==> config.mk <==
export PLATFORM = sky130hd
export DESIGN_NAME = twr_top
export DESIGN_NICKNAME = d
export VERILOG_FILES = /design/src/hdl/twr_pkg.sv /design/src/hdl/twr_sync.sv /design/src/hdl/twr_top.sv
export VERILOG_INCLUDE_DIRS = /design/src /design/src/hdl
export SDC_FILE = /design/constraint.sdc
export NUM_CORES = 1
export LEC_CHECK = 0
export ABC_AREA = 1
export ABC_CLOCK_PERIOD_IN_PS = 6700
export BUFFER_PORTS_ARGS = -buffer_cell sky130_fd_sc_hd__buf_2
export CAP_MARGIN = 20
export CORE_MARGIN = 2
export CORE_UTILIZATION = 29
export DETAILED_ROUTE_END_ITERATION = 7
export SYNTH_ARGS = -nofsm -noshare
export SYNTH_HDL_FRONTEND = slang
export SYNTH_SLANG_ARGS = --single-unit
==> constraint.sdc <==
create_clock -name hclk -period 6.7 [get_ports hclk]
set_input_delay 1.34 -clock hclk [delete_from_list [all_inputs] [get_ports hclk]]
set_output_delay 1.34 -clock hclk [all_outputs]
set_load 0.005 [all_outputs]
==> src/hdl/twr_cfg.svh <==
`ifndef TWR_CFG_SVH
`define TWR_CFG_SVH

// ----------------------------------------------------------------------------
// Register map (word indices, compared with haddr[4:2])
// ----------------------------------------------------------------------------
`define TWR_ADDR_OPTION  3'h0
`define TWR_ADDR_COUNT   3'h1
`define TWR_ADDR_FUSE    3'h2
`define TWR_ADDR_KICK    3'h3
`define TWR_ADDR_STATUS  3'h4

// ----------------------------------------------------------------------------
// Field positions and reset values
// ----------------------------------------------------------------------------
`define TWR_OPT_RESET    8'hff
`define TWR_OPT_SRC_BIT  5
`define TWR_OPT_EDGE_BIT 4
`define TWR_OPT_PSA_BIT  3
`define TWR_FUSE_RESET   3'h3
`define TWR_FUSE_WDT_BIT 2
`define TWR_PC_VECTOR    11'h7ff
`define TWR_DLY_LAST     10'h3ff

// ----------------------------------------------------------------------------
// Timing: the 10-bit delay counter steps once per divider period
// ----------------------------------------------------------------------------
`define TWR_CLK_HZ       64'd40000000
`define TWR_POR_US       64'd72000
`define TWR_WAKE_US_0    64'd60000
`define TWR_WAKE_US_1    64'd1000000
`define TWR_WAKE_US_2    64'd250
`define TWR_WAKE_US_3    64'd18000
`define TWR_US_TO_DIV(t) (((t) * `TWR_CLK_HZ) / 64'd1000000 / 64'd1024)

`endif

==> src/hdl/twr_pkg.sv <==
`default_nettype none

package twr_pkg;

   typedef enum logic [3:0]
   {
      TWR_HOLD  = 4'h1,
      TWR_DELAY = 4'h2,
      TWR_RUN   = 4'h4,
      TWR_SLEEP = 4'h8
   } twr_state_e;

endpackage : twr_pkg

`default_nettype wire

==> src/hdl/twr_sync.sv <==
`default_nettype none

module twr_sync #(
   parameter int W = 3
) (
   input  wire logic         clk,     // Sampling clock
   input  wire logic         rst_n,   // Asynchronous reset, active low
   input  wire logic [W-1:0] async_i, // Asynchronous inputs
   output logic      [W-1:0] sync_o   // Synchronised copies
);

   genvar i;
   generate
      for (i = 0; i < W; i++)
      begin : g_bit
         logic meta_q;
         always_ff @(posedge clk or negedge rst_n)
         begin
            if (!rst_n)
            begin
               meta_q    <= 1'b0;
               sync_o[i] <= 1'b0;
            end
            else
            begin
               meta_q    <= async_i[i];
               sync_o[i] <= meta_q;
            end
         end
      end
   endgenerate

endmodule : twr_sync

`default_nettype wire

==> src/hdl/twr_top.sv <==
// Function
// - 8-bit real-time counter steps per instruction cycle or per chosen pin edge.
// - Prescaler ahead of the counter gives an effective 16-bit count.
// - Option bit 5 clear selects instruction clock, set selects timer pin.
// - Internal mode counts every cycle, or each prescaler output when assigned.
// - Option bit 4 set counts falling pin edges, clear counts rising.
// - Counter wrap from ff to 00 raises an interrupt request.
// - No pending flag records overflow; software samples the counter.
// - Assign bit set places prescaler after watchdog as its postscaler.
// - Assign bit clear places prescaler ahead of the real-time counter.
// - Three rate-select bits choose the prescaler divide ratio.
// - Prescaler count is never readable or writable by software.
// - Prescaler serves exactly one unit at any time.
// - Every reset kind loads the program counter with 7ff.
// - Power-up sets reset latch; delay counter starts after master clear high.
// - Delay counter timeout clears reset latch, typically after 72 ms.
// - Two-bit field sets wake delay: 10 0.25ms, 11 18ms, 00 60ms, 01 1s.
// - Brown-out indication resets the device.
// - Reset stays asserted while brown-out persists, released after it clears.
`include "twr_cfg.svh"
`default_nettype none

module twr_top #(
   parameter logic [15:0] P_POR_DIV   = 16'(`TWR_US_TO_DIV(`TWR_POR_US)),
   parameter logic [15:0] P_WAKE_DIV0 = 16'(`TWR_US_TO_DIV(`TWR_WAKE_US_0)),
   parameter logic [15:0] P_WAKE_DIV1 = 16'(`TWR_US_TO_DIV(`TWR_WAKE_US_1)),
   parameter logic [15:0] P_WAKE_DIV2 = 16'(`TWR_US_TO_DIV(`TWR_WAKE_US_2)),
   parameter logic [15:0] P_WAKE_DIV3 = 16'(`TWR_US_TO_DIV(`TWR_WAKE_US_3))
) (
   input  wire logic        hclk,             // Bus and instruction clock
   input  wire logic        hresetn,          // Power-on reset, active low
   input  wire logic        hsel,             // Slave select
   input  wire logic [31:0] haddr,            // Byte address
   input  wire logic [1:0]  htrans,           // Transfer type
   input  wire logic        hwrite,           // Write when high
   input  wire logic [2:0]  hsize,            // Transfer size
   input  wire logic [31:0] hwdata,           // Write data
   input  wire logic        hready,           // Bus ready
   output logic             hreadyout,        // Slave ready
   output logic             hresp,            // Response, always okay
   output logic      [31:0] hrdata,           // Read data
   input  wire logic        timer_pin,        // External timer clock pin
   input  wire logic        master_clear_pin, // External reset pin, active low
   input  wire logic        brownout_det,     // Supply below minimum when high
   input  wire logic        sleep_req,        // Core asks to power down
   output logic             core_reset_n,     // Internal reset, active low
   output logic      [10:0] reset_vector,     // Program counter load value
   output logic             timer_irq,        // One-cycle pulse on counter wrap
   output logic             wake_pulse        // One-cycle pulse on wake-up
);

   // -------------------------------------------------------------------------
   // Pin synchronisers
   // -------------------------------------------------------------------------
   logic [2:0] pins_s;
   logic       tpin_s;
   logic       master_clear_pin_high_s;
   logic       brown_s;

   twr_sync #(.W(3)) u_sync (
      .clk     (hclk),
      .rst_n   (hresetn),
      .async_i ({brownout_det, master_clear_pin, timer_pin}),
      .sync_o  (pins_s)
   );

   assign tpin_s      = pins_s[0];
   assign master_clear_pin_high_s = pins_s[1];
   assign brown_s     = pins_s[2];

   // -------------------------------------------------------------------------
   // State and registers
   // -------------------------------------------------------------------------
   twr_pkg::twr_state_e state_q;
   twr_pkg::twr_state_e state_d;
   logic [7:0]  option_q;
   logic [2:0]  fuse_q;
   logic [7:0]  realtime_counter_q;
   logic [7:0]  watchdog_counter_q;
   logic [7:0]  prescaler_q;
   logic [9:0]  startup_delay_counter_q;
   logic [15:0] div_q;
   logic [2:0]  cause_q;
   logic        tpin_prev_q;
   logic        a_vld_q;
   logic        a_wr_q;
   logic [2:0]  a_idx_q;
   logic [31:0] hrdata_q;
   logic        irq_q;
   logic        wake_q;
   logic        core_reset_n_q;
   logic [10:0] vector_q;

   // -------------------------------------------------------------------------
   // Bus slave
   // -------------------------------------------------------------------------
   logic        ap_take;
   logic        dp_write;
   logic        in_hold;

   assign ap_take   = hsel & hready & htrans[1];
   assign dp_write  = a_vld_q & a_wr_q;
   assign hreadyout = 1'b1;
   assign hresp     = 1'b0;
   assign hrdata    = hrdata_q;
   assign in_hold   = (state_q == twr_pkg::TWR_HOLD);

   // Offsets above the map alias to nothing; bits 31:5 must be zero to hit.
   logic        addr_hit;
   assign addr_hit = (haddr[31:5] == 27'h0) && (haddr[1:0] == 2'b00);

   always_ff @(posedge hclk or negedge hresetn)
   begin
      if (!hresetn)
      begin
         a_vld_q <= 1'b0;
         a_wr_q  <= 1'b0;
         a_idx_q <= 3'h0;
      end
      else
      begin
         a_vld_q <= ap_take & addr_hit;
         a_wr_q  <= hwrite;
         a_idx_q <= haddr[4:2];
      end
   end

   // Read data is captured in the address phase, so a read that directly
   // follows a write to the same register returns the value before the write.
   always_ff @(posedge hclk or negedge hresetn)
   begin
      if (!hresetn)
      begin
         hrdata_q <= 32'h0;
      end
      else if (ap_take && !hwrite)
      begin
         hrdata_q <= 32'h0;
         if (addr_hit)
         begin
            case (haddr[4:2])
               `TWR_ADDR_OPTION: hrdata_q[7:0] <= option_q;
               `TWR_ADDR_COUNT:  hrdata_q[7:0] <= realtime_counter_q;
               `TWR_ADDR_FUSE:   hrdata_q[2:0] <= fuse_q;
               `TWR_ADDR_KICK:   hrdata_q[7:0] <= watchdog_counter_q;
               `TWR_ADDR_STATUS: hrdata_q[4:0] <= {cause_q, state_q[3], ~core_reset_n_q};
               // The prescaler has no address at all.
               default:          hrdata_q <= 32'h0;
            endcase
         end
      end
   end

   // -------------------------------------------------------------------------
   // Configuration registers
   // -------------------------------------------------------------------------
   always_ff @(posedge hclk or negedge hresetn)
   begin
      if (!hresetn)
      begin
         option_q <= `TWR_OPT_RESET;
      end
      else if (in_hold)
      begin
         option_q <= `TWR_OPT_RESET;
      end
      else if (dp_write && a_idx_q == `TWR_ADDR_OPTION)
      begin
         option_q <= hwdata[7:0];
      end
   end

   always_ff @(posedge hclk or negedge hresetn)
   begin
      if (!hresetn)
      begin
         fuse_q <= `TWR_FUSE_RESET;
      end
      else if (dp_write && a_idx_q == `TWR_ADDR_FUSE)
      begin
         fuse_q <= hwdata[2:0];
      end
   end

   // -------------------------------------------------------------------------
   // Clock source, prescaler and real-time counter
   // -------------------------------------------------------------------------
   logic       prescaler_assign_bit;
   logic       pin_edge;
   logic       src_tick;
   logic       wdt_tick;
   logic       wdt_wrap;
   logic       ps_in;
   logic       ps_out;
   logic       rt_inc;
   logic       wdt_fire;
   logic [7:0] ps_mask;

   assign prescaler_assign_bit      = option_q[`TWR_OPT_PSA_BIT];
   assign pin_edge = option_q[`TWR_OPT_EDGE_BIT] ? (tpin_prev_q & ~tpin_s)
                                                 : (~tpin_prev_q & tpin_s);
   assign src_tick = option_q[`TWR_OPT_SRC_BIT] ? pin_edge : 1'b1;

   // Code n divides by 2 to the power n+1.
   genvar gi;
   generate
      for (gi = 0; gi < 8; gi++)
      begin : g_mask
         assign ps_mask[gi] = (3'(gi) <= option_q[2:0]);
      end
   endgenerate

   // One multiplexer feeds the prescaler, so it can never serve both units.
   assign ps_in    = prescaler_assign_bit ? wdt_wrap : src_tick;
   assign ps_out   = ps_in && ((prescaler_q | ~ps_mask) == 8'hff);
   assign rt_inc   = prescaler_assign_bit ? src_tick : ps_out;
   assign wdt_fire = prescaler_assign_bit ? ps_out : wdt_wrap;

   always_ff @(posedge hclk or negedge hresetn)
   begin
      if (!hresetn)
      begin
         tpin_prev_q <= 1'b0;
      end
      else
      begin
         tpin_prev_q <= tpin_s;
      end
   end

   always_ff @(posedge hclk or negedge hresetn)
   begin
      if (!hresetn)
      begin
         prescaler_q <= 8'h0;
      end
      else if (prescaler_assign_bit && dp_write && a_idx_q == `TWR_ADDR_KICK)
      begin
         prescaler_q <= 8'h0;
      end
      else if (ps_in)
      begin
         prescaler_q <= prescaler_q + 8'h1;
      end
   end

   // A software write overrides a count step in the same cycle.
   always_ff @(posedge hclk or negedge hresetn)
   begin
      if (!hresetn)
      begin
         realtime_counter_q <= 8'h0;
      end
      else if (dp_write && a_idx_q == `TWR_ADDR_COUNT)
      begin
         realtime_counter_q <= hwdata[7:0];
      end
      else if (rt_inc)
      begin
         realtime_counter_q <= realtime_counter_q + 8'h1;
      end
   end

   // The request is a bare pulse; nothing stays pending after it.
   always_ff @(posedge hclk or negedge hresetn)
   begin
      if (!hresetn)
      begin
         irq_q <= 1'b0;
      end
      else
      begin
         irq_q <= rt_inc && (realtime_counter_q == 8'hff) &&
                  !(dp_write && a_idx_q == `TWR_ADDR_COUNT);
      end
   end

   // -------------------------------------------------------------------------
   // Watchdog
   // -------------------------------------------------------------------------
   assign wdt_tick = fuse_q[`TWR_FUSE_WDT_BIT] & ~in_hold & (state_q != twr_pkg::TWR_DELAY);
   assign wdt_wrap = wdt_tick && (watchdog_counter_q == 8'hff);

   always_ff @(posedge hclk or negedge hresetn)
   begin
      if (!hresetn)
      begin
         watchdog_counter_q <= 8'h0;
      end
      else if (in_hold || (dp_write && a_idx_q == `TWR_ADDR_KICK))
      begin
         watchdog_counter_q <= 8'h0;
      end
      else if (wdt_tick)
      begin
         watchdog_counter_q <= watchdog_counter_q + 8'h1;
      end
   end

   // -------------------------------------------------------------------------
   // Reset latch, delay counter and power-down
   // -------------------------------------------------------------------------
   logic        rst_req;
   logic [15:0] div_period;
   logic        div_tick;
   logic        dly_done;

   assign rst_req = ~master_clear_pin_high_s | brown_s | wdt_fire;

   always_comb
   begin
      case (fuse_q[1:0])
         2'b00:   div_period = P_WAKE_DIV0;
         2'b01:   div_period = P_WAKE_DIV1;
         2'b10:   div_period = P_WAKE_DIV2;
         default: div_period = P_WAKE_DIV3;
      endcase
      if (state_q == twr_pkg::TWR_DELAY)
      begin
         div_period = P_POR_DIV;
      end
   end

   assign div_tick = (div_q >= div_period - 16'h1);
   assign dly_done = div_tick && (startup_delay_counter_q == `TWR_DLY_LAST);

   always_comb
   begin
      state_d = state_q;
      case (state_q)
         twr_pkg::TWR_HOLD:
         begin
            if (master_clear_pin_high_s && !brown_s)
            begin
               state_d = twr_pkg::TWR_DELAY;
            end
         end
         twr_pkg::TWR_DELAY:
         begin
            if (rst_req)
            begin
               state_d = twr_pkg::TWR_HOLD;
            end
            else if (dly_done)
            begin
               state_d = twr_pkg::TWR_RUN;
            end
         end
         twr_pkg::TWR_RUN:
         begin
            if (rst_req)
            begin
               state_d = twr_pkg::TWR_HOLD;
            end
            else if (sleep_req)
            begin
               state_d = twr_pkg::TWR_SLEEP;
            end
         end
         twr_pkg::TWR_SLEEP:
         begin
            if (rst_req)
            begin
               state_d = twr_pkg::TWR_HOLD;
            end
            else if (dly_done)
            begin
               state_d = twr_pkg::TWR_RUN;
            end
         end
         default: state_d = twr_pkg::TWR_HOLD;
      endcase
   end

   always_ff @(posedge hclk or negedge hresetn)
   begin
      if (!hresetn)
      begin
         state_q <= twr_pkg::TWR_HOLD;
      end
      else
      begin
         state_q <= state_d;
      end
   end

   // The divider and delay counter restart on every state change.
   always_ff @(posedge hclk or negedge hresetn)
   begin
      if (!hresetn)
      begin
         div_q                   <= 16'h0;
         startup_delay_counter_q <= 10'h0;
      end
      else if (state_d != state_q || state_q == twr_pkg::TWR_HOLD ||
               state_q == twr_pkg::TWR_RUN)
      begin
         div_q                   <= 16'h0;
         startup_delay_counter_q <= 10'h0;
      end
      else if (div_tick)
      begin
         div_q                   <= 16'h0;
         startup_delay_counter_q <= startup_delay_counter_q + 10'h1;
      end
      else
      begin
         div_q <= div_q + 16'h1;
      end
   end

   // Cause bits: 2 watchdog, 3 brown-out, 4 master clear. A set beats a
   // write-one clear arriving in the same cycle.
   always_ff @(posedge hclk or negedge hresetn)
   begin
      if (!hresetn)
      begin
         cause_q <= 3'h0;
      end
      else
      begin
         cause_q <= (cause_q & ~((dp_write && a_idx_q == `TWR_ADDR_STATUS) ?
                                 hwdata[4:2] : 3'h0)) |
                    ((state_q != twr_pkg::TWR_HOLD) ?
                     {~master_clear_pin_high_s, brown_s, wdt_fire} : 3'h0);
      end
   end

   // -------------------------------------------------------------------------
   // Outputs
   // -------------------------------------------------------------------------
   always_ff @(posedge hclk or negedge hresetn)
   begin
      if (!hresetn)
      begin
         core_reset_n_q <= 1'b0;
         vector_q       <= `TWR_PC_VECTOR;
         wake_q         <= 1'b0;
      end
      else
      begin
         core_reset_n_q <= (state_d == twr_pkg::TWR_RUN) ||
                           (state_d == twr_pkg::TWR_SLEEP);
         vector_q       <= `TWR_PC_VECTOR;
         wake_q         <= (state_q == twr_pkg::TWR_SLEEP) &&
                           (state_d == twr_pkg::TWR_RUN);
      end
   end

   assign core_reset_n = core_reset_n_q;
   assign reset_vector = vector_q;
   assign timer_irq    = irq_q;
   assign wake_pulse   = wake_q;

endmodule : twr_top

`default_nettype wire
==> results of run 1 <==
worst register-to-register path: stages, from the launching register on:
cell	delay [ns]
dfstp_2	0.56
inv_1	0.04
nand3_1	0.22
inv_1	0.20
nor3_1	0.27
and3_1	0.24
nand3_1	0.11
inv_1	0.09
nand3_1	0.15
nand3b_1	0.21
ha_1	0.27
nand2_1	0.10
o21ai_0	0.09
a21oi_1	0.11
nand2_1	0.24
nand2_1	0.20
nand2_1	0.07
inv_1	0.07
nand2_1	0.06
nand2_1	0.06
nand2_1	0.06
nor2_2	0.19
nand4_4	0.31
nor2_1	0.20
Yosys cell counts (all sizes together), types with 2 or more instances:
cell type / instances / share of area [%]
xor2: 20 / 3.2
clkbuf: 3 / 0.20
conb: 2 / 0.14
ha: 29 / 6.5
a21oi: 28 / 2.5
a31oi: 3 / 0.34
o211ai: 2 / 0.27
o21ai: 55 / 5.0
or2: 2 / 0.23
dfstp: 11 / 5.2
xnor2: 8 / 1.3
nand3: 37 / 3.3
inv: 95 / 6.4
nand2: 112 / 7.8
buf: 38 / 5.2
and3: 2 / 0.23
nor3b: 4 / 0.54
nor3: 37 / 3.3
nand4: 13 / 1.7
o22ai: 10 / 1.1
a221oi: 2 / 0.32
o221ai: 2 / 0.32
nor4: 9 / 1.0
dfrtp: 80 / 36
nor2: 78 / 6.2
routing by layer:
metal | vias up | global-route usage (%)
met5 | - | 0
met4 | 0 | 6.58
met3 | 21 | 2.32
met2 | 91 | 21.4
met1 | 2148 | 17.3
li1 | 2358 | -
sequential cells by signal (all words and copies together) (netlist names):
register and flops:
core_reset_n 1, state_q 4, a_wr_q 1, option_q 8, a_idx_q 3, a_vld_q 1, div_q 16, watchdog_counter_q 8
u_sync.g_bit.meta_q 3, tpin_prev_q 1, prescaler_q 8, fuse_q 3, cause_q 3, u_sync.sync_o 3, timer_irq 1, startup_delay_counter_q 10
wake_pulse 1, hrdata 8, realtime_counter_q 8
worst max path at each step:
stage / startpoint / end / slack (ns) / cells after the start
finish: state_q[0]$_DFF_PN1_ / div_q[3]$_DFF_PN0_ / 2.51 / 23
global route: state_q[0]$_DFF_PN1_ / div_q[15]$_DFF_PN0_ / 2.01 / 23
CTS: state_q[0]$_DFF_PN1_ / div_q[2]$_DFF_PN0_ / 2.46 / 23
detailed placement: state_q[0]$_DFF_PN1_ / div_q[2]$_DFF_PN0_ / 2.46 / 23
global placement: state_q[0]$_DFF_PN1_ / div_q[15]$_DFF_PN0_ / 2.54 / 23
floorplan: state_q[0]$_DFF_PN1_ / div_q[7]$_DFF_PN0_ / 3.22 / 24
area by class of cell:
cell class	instances	area share, %
sequential	91	36.6
multi-input combinational	500	43.5
timing repair buffer	61	4.95
tap	234	4.67
clock buffer	9	3.59
inverter	96	5.75
clock inverter	7	0.978
kinds of logic after synthesis:
logic type	Yosys count	synth area share, %
adder cells (fa/ha/maj)	29	6.55
AND/OR/NAND/NOR	296	24.7
AO/OA/AOI/OAI	109	10.9
buffers and inverters	137	11.9
XOR/XNOR	28	4.43
other	2	0.136
flip-flops	91	41.3
report_power, final:
part           switching, uW  leakage (uW)  internal (uW)  total (uW)
registers               45.4       0.00116            606         651
clock network            234      0.000135            258         492
logic                    160       0.00176           91.0         251
through the flow:
| stage | setup slack, ns | std cells | hold slack [ns] | area, sq um | util [%] |
|---|---|---|---|---|---|
| finish | 2.51 | 998 | 0.352 | 6270 | 33.5 |
| floorplan | 3.22 | 728 | 0.331 | 5680 | - |
| CTS | 2.46 | 998 | 0.356 | 6270 | 33.5 |
| detailed placement | 2.46 | 982 | 0.340 | 5980 | 32.0 |
| global placement | 2.54 | 982 | 0.332 | 5980 | 32.0 |
| global route | 2.01 | 998 | 0.367 | 6270 | 33.5 |
==> flow_summary.json, run 1 <==
{
  "syn2layout_area_growth_pct": 13.1,
  "path_cells": "inv_1 > nand3_1 > inv_1 > nor3_1 > and3_1 > nand3_1 > inv_1 > nand3_1 > nand3b_1 > ha_1 > nand2_1 > o21ai_0 > a21oi_1 > nand2_1 > nand2_1 > nand2_1 > inv_1 > nand2_1 > nand2_1 > nand2_1 > nor2_2 > nand4_4 > nor2_1",
  "peakVddDrop_v": 0.000126,
  "worst_hold_path_type": "flop to flop",
  "dp_hpwl_mm": 9.58,
  "cts_made_buffers": 9,
  "routabilityCongestion": 0.894,
  "grt_use_total_pct": 13.3,
  "ys_async_sr_fraction_pct": 100,
  "layout.area.seq_sq_um": 2290,
  "wl_per_cell_um": 12.4,
  "overflow": 0,
  "diodes": 0,
  "wl_met2_mm": 5.72,
  "critical-path-max-stage-delay_ns": 0.56,
  "worstPathBufferInverterCount": 4,
  "finalCriticalPeriod_ns": 4.19,
  "min_to": "u_sync.sync_o[2]$_DFF_PN0_",
  "fin_skew_ns": 0.00661,
  "cts_max_level": 3,
  "fp.dieH_um": 142,
  "hold_violations": 0,
  "reg2reg_depth": 23,
  "top_layer": "met4",
  "drtIter0Drc": 214,
  "core_sq_um": 18700,
  "crit_top_cell": "nand2_1",
  "grt_antenna_before_repair": 0,
  "status": "complete, no violations",
  "mostFrequentLayoutCells": "nand2_1, inv_1, dfrtp_1, nor2_1, buf_2",
  "r2r-start": "state_q[0]$_DFF_PN1_",
  "ant_nets": 0,
  "drv_slew": 0,
  "cp_data_required_time_ns": 6.98,
  "cp-start-kind": "flop",
  "critPathTopFamily": "simple AND/OR/NAND/NOR gates",
  "post-cts-setup-buffer-count": 0,
  "cap_violations": 0,
  "fp.dieW_um": 142,
  "tightest_slew_ns": 0.993,
  "crit_fanout": 16,
  "nets": 866,
  "dieArea_sq_um": 20200,
  "min_from": "u_sync.g_bit[2].meta_q$_DFF_PN0_",
  "multi_input_area_sq_um": 2730,
  "dr.pass1.iters": 5,
  "wl_met3_um": 470,
  "synth_ff_type": "dfrtp_1",
  "whs_path_depth": 0,
  "power_leakage_uw": 0.00305,
  "io_buffers": 60,
  "setup_viol": 0,
  "grt_pass1_vias": 4626,
  "initial_utilization_pct": 29.6,
  "fill_cells": 1956,
  "cts_resized": 0,
  "tns_ns": 0,
  "grt_start_max_net_pins": 67,
  "crit_path_end_kind": "flop",
  "fmaxAchievable_ghz": 0.239,
  "io_pins": 126,
  "clk_pin_slew_worst_paths_ns": 0.07,
  "syn_avg_cell_area_sq_um": 8.01,
  "final_common_cell": "nand2_1",
  "cts_hold_buf": 0,
  "crit_slowest_cell": "dfstp_2",
  "vias": 4618,
  "synthDistinctLibCells": 41,
  "timing_worst_setup_path_type": "flop to flop",
  "rsz0062_at_grt": "no",
  "clock_sinks": 91,
  "row_count": 50,
  "ys_seq_area_share_pct": 41.3,
  "total_power_uw": 1390,
  "clockBufferDepth": 2,
  "cts_tree": "built",
  "drc": 0,
  "synthCells": 692,
  "period_share_pct": 62.5,
  "clk_latency_ns": 0.36,
  "slew_headroom_pct": 33.5,
  "p_per_area_nw_per_um2": 222,
  "syn_area_sq_um": 5540,
  "cp.arrival_ns": 4.47,
  "grt_pass1_wl_mm": 21.4,
  "wl_met1_mm": 5.95,
  "drt-total-wl_mm": 12.4,
  "reg2reg_to": "div_q[3]$_DFF_PN0_",
  "viasPerCell": 4.63,
  "reg2reg_slack_ns": 2.51,
  "clockRootBuffer": "clkbuf_16",
  "final_layout_size_suffix_gt1_share_pct": 14.7,
  "synth-seq-cells": 91,
  "synth_edf_count": 0,
  "synth_warnings": 0
}
No activity file was read; power rests on OpenSTA's default activity.
==> run 2: changes to the inputs <==
--- a/config.mk
+++ b/config.mk
@@ -7,7 +7,7 @@
 export NUM_CORES = 1
 export LEC_CHECK = 0
 export ABC_AREA = 1
-export ABC_CLOCK_PERIOD_IN_PS = 6700
+export ABC_CLOCK_PERIOD_IN_PS = 4100
 export BUFFER_PORTS_ARGS = -buffer_cell sky130_fd_sc_hd__buf_2
 export CAP_MARGIN = 20
 export CORE_MARGIN = 2
==> constraint.sdc (replaced) <==
create_clock -name hclk -period 4.1 [get_ports hclk]
set_input_delay 0.82 -clock hclk [delete_from_list [all_inputs] [get_ports hclk]]
set_output_delay 0.82 -clock hclk [all_outputs]
set_load 0.005 [all_outputs]
==> run 2 against run 1 <==
First-iteration DRC count increased by 3.3%. Final area increased by 1.2%. Flip-flop and latch count unchanged. Clock-buffer cell count unchanged. Combinational power increased by 69%. Sequential share of layout area decreased by 0.45 points. Utilization increased by 0.41 points. Global-route usage increased by 0.13 points. Via count increased by 1.4%. Critical path depth increased by 2. Clock power increased by 67%. Hold slack got worse by 0.0037 ns. Critical path type unchanged. Critical endpoint unchanged.
==> flow_summary.json, run 2 (synthesis results as in run 1) <==
{
  "status": "complete, no violations",
  "combPwrFrac_pct": 18.4,
  "final_area_sq_um": 6340,
  "dr.pass1.iters": 5,
  "core_sq_um": 18700,
  "peakVddDrop_v": 0.000256,
  "clock_power_share_pct": 35.6,
  "crit_path_end_kind": "flop",
  "fmaxAchievable_ghz": 0.267,
  "intPower_uw": 1570,
  "final_layout_size_suffix_gt1_share_pct": 15.7,
  "wl_per_cell_um": 12.6,
  "grt_start_max_net_pins": 46,
  "clock_sinks": 91,
  "p_per_area_nw_per_um2": 363,
  "io_buffers": 60,
  "hold_violations": 0,
  "cp.arrival_ns": 4.04,
  "slew_headroom_pct": 53.9,
  "cts_max_level": 3,
  "tightest_slew_ns": 0.687,
  "nets": 872,
  "reg_top3": "div_q (16), startup_delay_counter_q (10)",
  "grt_use_total_pct": 13.4,
  "seqPwrFrac_pct": 46.1,
  "grt_pass1_vias": 4473,
  "clk_latency_ns": 0.35,
  "crit_fanout": 16,
  "initial_utilization_pct": 29.6,
  "worst_hold_path_type": "flop to flop",
  "swShare_pct": 31.8,
  "critical-path-max-stage-delay_ns": 0.59,
  "top_register": "div_q",
  "cts_hold_buf": 0,
  "reg2reg_depth": 25,
  "placed_area_sq_um": 6020,
  "setup_viol": 0,
  "total_power_uw": 2310,
  "dp_hpwl_mm": 9.78,
  "power_switching_uw": 732,
  "viasPerCell": 4.66,
  "final_common_cell": "nand2_1",
  "drc": 0,
  "power_leakage_uw": 0.00310,
  "row_count": 50,
  "fp.dieH_um": 142,
  "routabilityCongestion": 0.902,
  "io_pins": 126,
  "grt_antenna_before_repair": 0,
  "timing_worst_setup_path_type": "flop to flop",
  "crit_top_cell": "nand2_1",
  "cp_data_required_time_ns": 4.39,
  "cap_violations": 0,
  "clockRootBuffer": "clkbuf_16",
  "clockBufferDepth": 2,
  "largest_reg_flops": 16,
  "cts_tree": "built",
  "grt_pass1_wl_mm": 21.7,
  "whs_path_depth": 0,
  "vias": 4682,
  "layout.area.seq_sq_um": 2290,
  "fin_skew_ns": 0.0105,
  "fill_cells": 1951,
  "syn2layout_area_growth_pct": 14.5,
  "cts_made_buffers": 9,
  "cp-start-kind": "flop",
  "mostFrequentLayoutCells": "nand2_1, inv_1, dfrtp_1, nor2_1, buf_2",
  "clk_pin_slew_worst_paths_ns": 0.07,
  "multi_input_area_sq_um": 2740,
  "drtIter0Drc": 221,
  "drt-total-wl_mm": 12.7,
  "tns_ns": 0,
  "overflow": 0,
  "finalCriticalPeriod_ns": 3.75,
  "drv_slew": 0,
  "period_share_pct": 91.5,
  "ant_nets": 0,
  "diodes": 0,
  "dieArea_sq_um": 20200,
  "fp.dieW_um": 142,
  "crit_slowest_cell": "dfstp_2"
}
-- run 2: cell count changes in the layout (fill, tap and decap cells not counted), sizes merged --
| cell | before | now |
|---|---|---|
| buf | 61 | 67 |
| clkinv | 3 | 2 |
| clkinvlp | 2 | 0 |
| inv | 98 | 101 |
-- run 2: what timing repair did --
item | in CTS | in global routing
setup buffers | 0 | 1
endpoints found under the setup margin | 0 | 20
gates resized for setup | 0 | 4
-- run 2: stage by stage --
step	worst slack, ns	util (%)	hold WS, ns	std cells
after floorplan	0.622	-	0.331	728
after global placement	0.308	32.2	0.331	987
after detailed placement	0.251	32.2	0.336	987
after CTS	0.201	33.7	0.351	1003
after global routing	-0.00319	33.9	0.361	1004
final	0.350	33.9	0.348	1004
-- run 2: worst paths after layout --
| kind | startpoint | to | slack [ns] |
|---|---|---|---|
| setup / recovery | fuse_q[1]$_DFFE_PN1P_ | div_q[3]$_DFF_PN0_ | 0.35 |
| hold / removal | u_sync.g_bit[2].meta_q$_DFF_PN0_ | u_sync.sync_o[2]$_DFF_PN0_ | 0.35 |
| setup reg to reg | fuse_q[1]$_DFFE_PN1P_ | div_q[3]$_DFF_PN0_ | 0.35 |
| hold reg to reg | u_sync.g_bit[2].meta_q$_DFF_PN0_ | u_sync.sync_o[2]$_DFF_PN0_ | 0.35 |
| max in group asynchronous | hresetn | state_q[0]$_DFF_PN1_ | 2.80 |
| min in group asynchronous | hresetn | prescaler_q[4]$_DFFE_PN0P_ | 0.48 |
-- run 2: power groups by stage --
stage	Clock (uW)	Sequential (uW)	Combinational, uW
detailed placement	0	1080	414
floorplan	0	1060	318
finish	820	1060	423
global placement	0	1080	406
global route	886	1070	492
CTS	853	1060	417
-- run 2: final cells by class --
type                    instances  area share [%]
clock inverters                 7            1.01
clock buffers                   9            3.55
well taps                     234            4.62
multi-input cells             500            43.2
inverters                      96            5.68
flip-flops and latches         91            36.1
repair buffers                 67            5.80
-- run 2: routing by layer --
metal	global-route usage [%]	share of wire [%]	vias up
li1	-	-	2368
met1	18.1	48	2192
met2	21.4	46	103
met3	2.09	3.5	19
met4	5.63	2.2	0
met5	0	0	-
-- run 2: critical path: cells and delay by family (launching register included) --
family                   cells  cell delay [ns]
AND/OR/NAND/NOR             15             1.68
adder cells (fa/ha/maj)      3             0.69
flip-flops                   1             0.59
buffers and inverters        5             0.50
AO/OA/AOI/OAI                2             0.21
==> run 3: changes to the inputs <==
--- a/config.mk
+++ b/config.mk
@@ -12,6 +12,7 @@
 export CAP_MARGIN = 20
 export CORE_MARGIN = 2
 export CORE_UTILIZATION = 29
+export CTS_BUF_LIST = sky130_fd_sc_hd__clkbuf_4 sky130_fd_sc_hd__clkbuf_8
 export DETAILED_ROUTE_END_ITERATION = 7
 export SYNTH_ARGS = -nofsm -noshare
 export SYNTH_HDL_FRONTEND = slang
==> run 3 against run 2 <==
Via count decreased by 0.36%. Register-to-register slack better by 0.04 ns. Routed wire length barely moved. First-iteration DRC count shrank 7.2%. Cell count unchanged. Critical path depth down 1. Hold slack better by 0.0055 ns. Non-clock buffer count unchanged. Global-route usage unchanged. Worst setup slack improved by 0.041 ns. Critical endpoint is now startup_delay_counter_q[3]$_DFFE_PN0P_.
==> flow_summary.json, run 3 (synthesis results as in run 1) <==
{
  "status": "complete, no violations",
  "diodes": 0,
  "clk_latency_ns": 0.39,
  "drt-total-wl_mm": 12.7,
  "ant_nets": 0,
  "post-route-util_pct": 33.3,
  "placed_area_sq_um": 6020,
  "power_leakage_uw": 0.00305,
  "drc": 0,
  "final_common_cell": "nand2_1",
  "worst_hold_path_type": "flop to flop",
  "fin_cells": 1004,
  "pre_cts_slack_ns": 0.251,
  "row_count": 50,
  "overflow": 0,
  "drtIter0Drc": 205,
  "cts_tree": "built",
  "cts_made_buffers": 9,
  "grt_pass1_wl_mm": 21.7,
  "io_buffers": 60,
  "finalCriticalPeriod_ns": 3.71,
  "path_cells": "inv_1 > ha_1 > inv_1 > nand2_1 > ha_1 > and3_1 > nand3_1 > inv_1 > nand3_1 > nand3b_1 > ha_1 > nand2_1 > o21ai_0 > a21oi_1 > nand2_1 > nand2_1 > nand2_1 > inv_1 > nand2_1 > nand2_1 > nand2_1 > nor2_2 > nand2_2 > nor3_1",
  "viasPerCell": 4.65,
  "routabilityCongestion": 0.902,
  "total_power_uw": 2090,
  "syn2layout_area_growth_pct": 12.6,
  "grt_antenna_before_repair": 0,
  "final_area_sq_um": 6240,
  "clk_pin_slew_worst_paths_ns": 0.11,
  "crit_path_end_kind": "flop",
  "clockRootBuffer": "clkbuf_8",
  "grt_start_max_net_pins": 46,
  "grt_pass1_vias": 4456,
  "place_inst": 987,
  "cp.arrival_ns": 4.01,
  "cp-start-kind": "flop",
  "fp.dieH_um": 142,
  "slew_headroom_pct": 53.4,
  "dieArea_sq_um": 20200,
  "dp_hpwl_mm": 9.78,
  "tightest_slew_ns": 0.693,
  "crit_top_cell": "nand2_1",
  "peakVddDrop_v": 0.000219,
  "wl_per_cell_um": 12.6,
  "p_per_area_nw_per_um2": 335,
  "cap_violations": 0,
  "cts_max_level": 3,
  "hold_violations": 0,
  "setup_ws_ns": 0.392,
  "clock_sinks": 91,
  "top_register": "div_q",
  "dr.pass1.iters": 4,
  "io_pins": 126,
  "largest_reg_flops": 16,
  "clockBufferDepth": 2,
  "critical-path-max-stage-delay_ns": 0.60,
  "crit_fanout": 10,
  "final_layout_size_suffix_gt1_share_pct": 15.7,
  "timing_worst_setup_path_type": "flop to flop",
  "crit_slowest_cell": "dfstp_2",
  "fin_skew_ns": 0.0180,
  "grt_use_total_pct": 13.4,
  "core_sq_um": 18700,
  "vias": 4665,
  "period_share_pct": 90.4,
  "setup_viol": 0,
  "fmaxAchievable_ghz": 0.270,
  "mostFrequentLayoutCells": "nand2_1, inv_1, dfrtp_1, nor2_1, buf_2",
  "rsz0062_at_grt": "yes",
  "cts_hold_buf": 0,
  "cp_data_required_time_ns": 4.40,
  "initial_utilization_pct": 29.6,
  "drv_slew": 0,
  "reg_top3": "div_q (16), startup_delay_counter_q (10)",
  "fp.dieW_um": 142,
  "nets": 872
}
## run 3: per-stage QoR
stage | hold slack (ns) | setup TNS, ns
2_1_floorplan | 0.331 | 0
3_3_place_gp | 0.331 | 0
3_5_place_dp | 0.336 | 0
4_1_cts | 0.358 | 0
5_1_grt | 0.369 | -0.00527
6_report | 0.354 | 0
## run 3: report_power, final
part           switching [uW]  internal (uW)
registers                72.8            989
clock network             369            237
logic                     265            156
total                     707           1380
## run 3: per-layer routing
layer,GRT usage (%),vias up,routed length (um)
met2,21.2,92,5760
met1,18.1,2190,6130
met4,5.95,0,293
li1,-,2362,-
met5,0,-,0
met3,2.12,21,494
## run 3: worst max-delay path, delay by kind of cell, from the launching register on
family                     cells  cell delay, ns
DFF                            1            0.60
AOI/OAI and AO/OA              2            0.21
adders and majority gates      3            0.69
and+or+nand+nor               15            1.80
buffers and inverters          4            0.31
## run 3: final cells by class
type,count,area (sq um)
flip-flops and latches,91,2290
inverters,96,360
multi-input cells,500,2740
fillers,1964,12500
clock inverters,7,63.8
clock buffers,9,124
well taps,234,293
repair buffers,67,368
## run 3: worst paths after layout
path / start / to / slack [ns] / cells past startpoint
setup / recovery: fuse_q[1]$_DFFE_PN1P_ / startup_delay_counter_q[3]$_DFFE_PN0P_ / 0.39 / 24
hold / removal: u_sync.g_bit[2].meta_q$_DFF_PN0_ / u_sync.sync_o[2]$_DFF_PN0_ / 0.35 / 0
setup reg to reg: fuse_q[1]$_DFFE_PN1P_ / startup_delay_counter_q[3]$_DFFE_PN0P_ / 0.39 / 24
hold reg to reg: u_sync.g_bit[2].meta_q$_DFF_PN0_ / u_sync.sync_o[2]$_DFF_PN0_ / 0.35 / 0
max in group asynchronous: hresetn / state_q[0]$_DFF_PN1_ / 2.84 / 2
min in group asynchronous: hresetn / prescaler_q[4]$_DFFE_PN0P_ / 0.44 / 1
## run 3: repair_timing
action | in CTS | in global routing
endpoints found under the setup margin | 0 | 25
resized for setup | 0 | 3
setup buffers | 0 | 1
endpoints found under the hold margin | 0 | 0
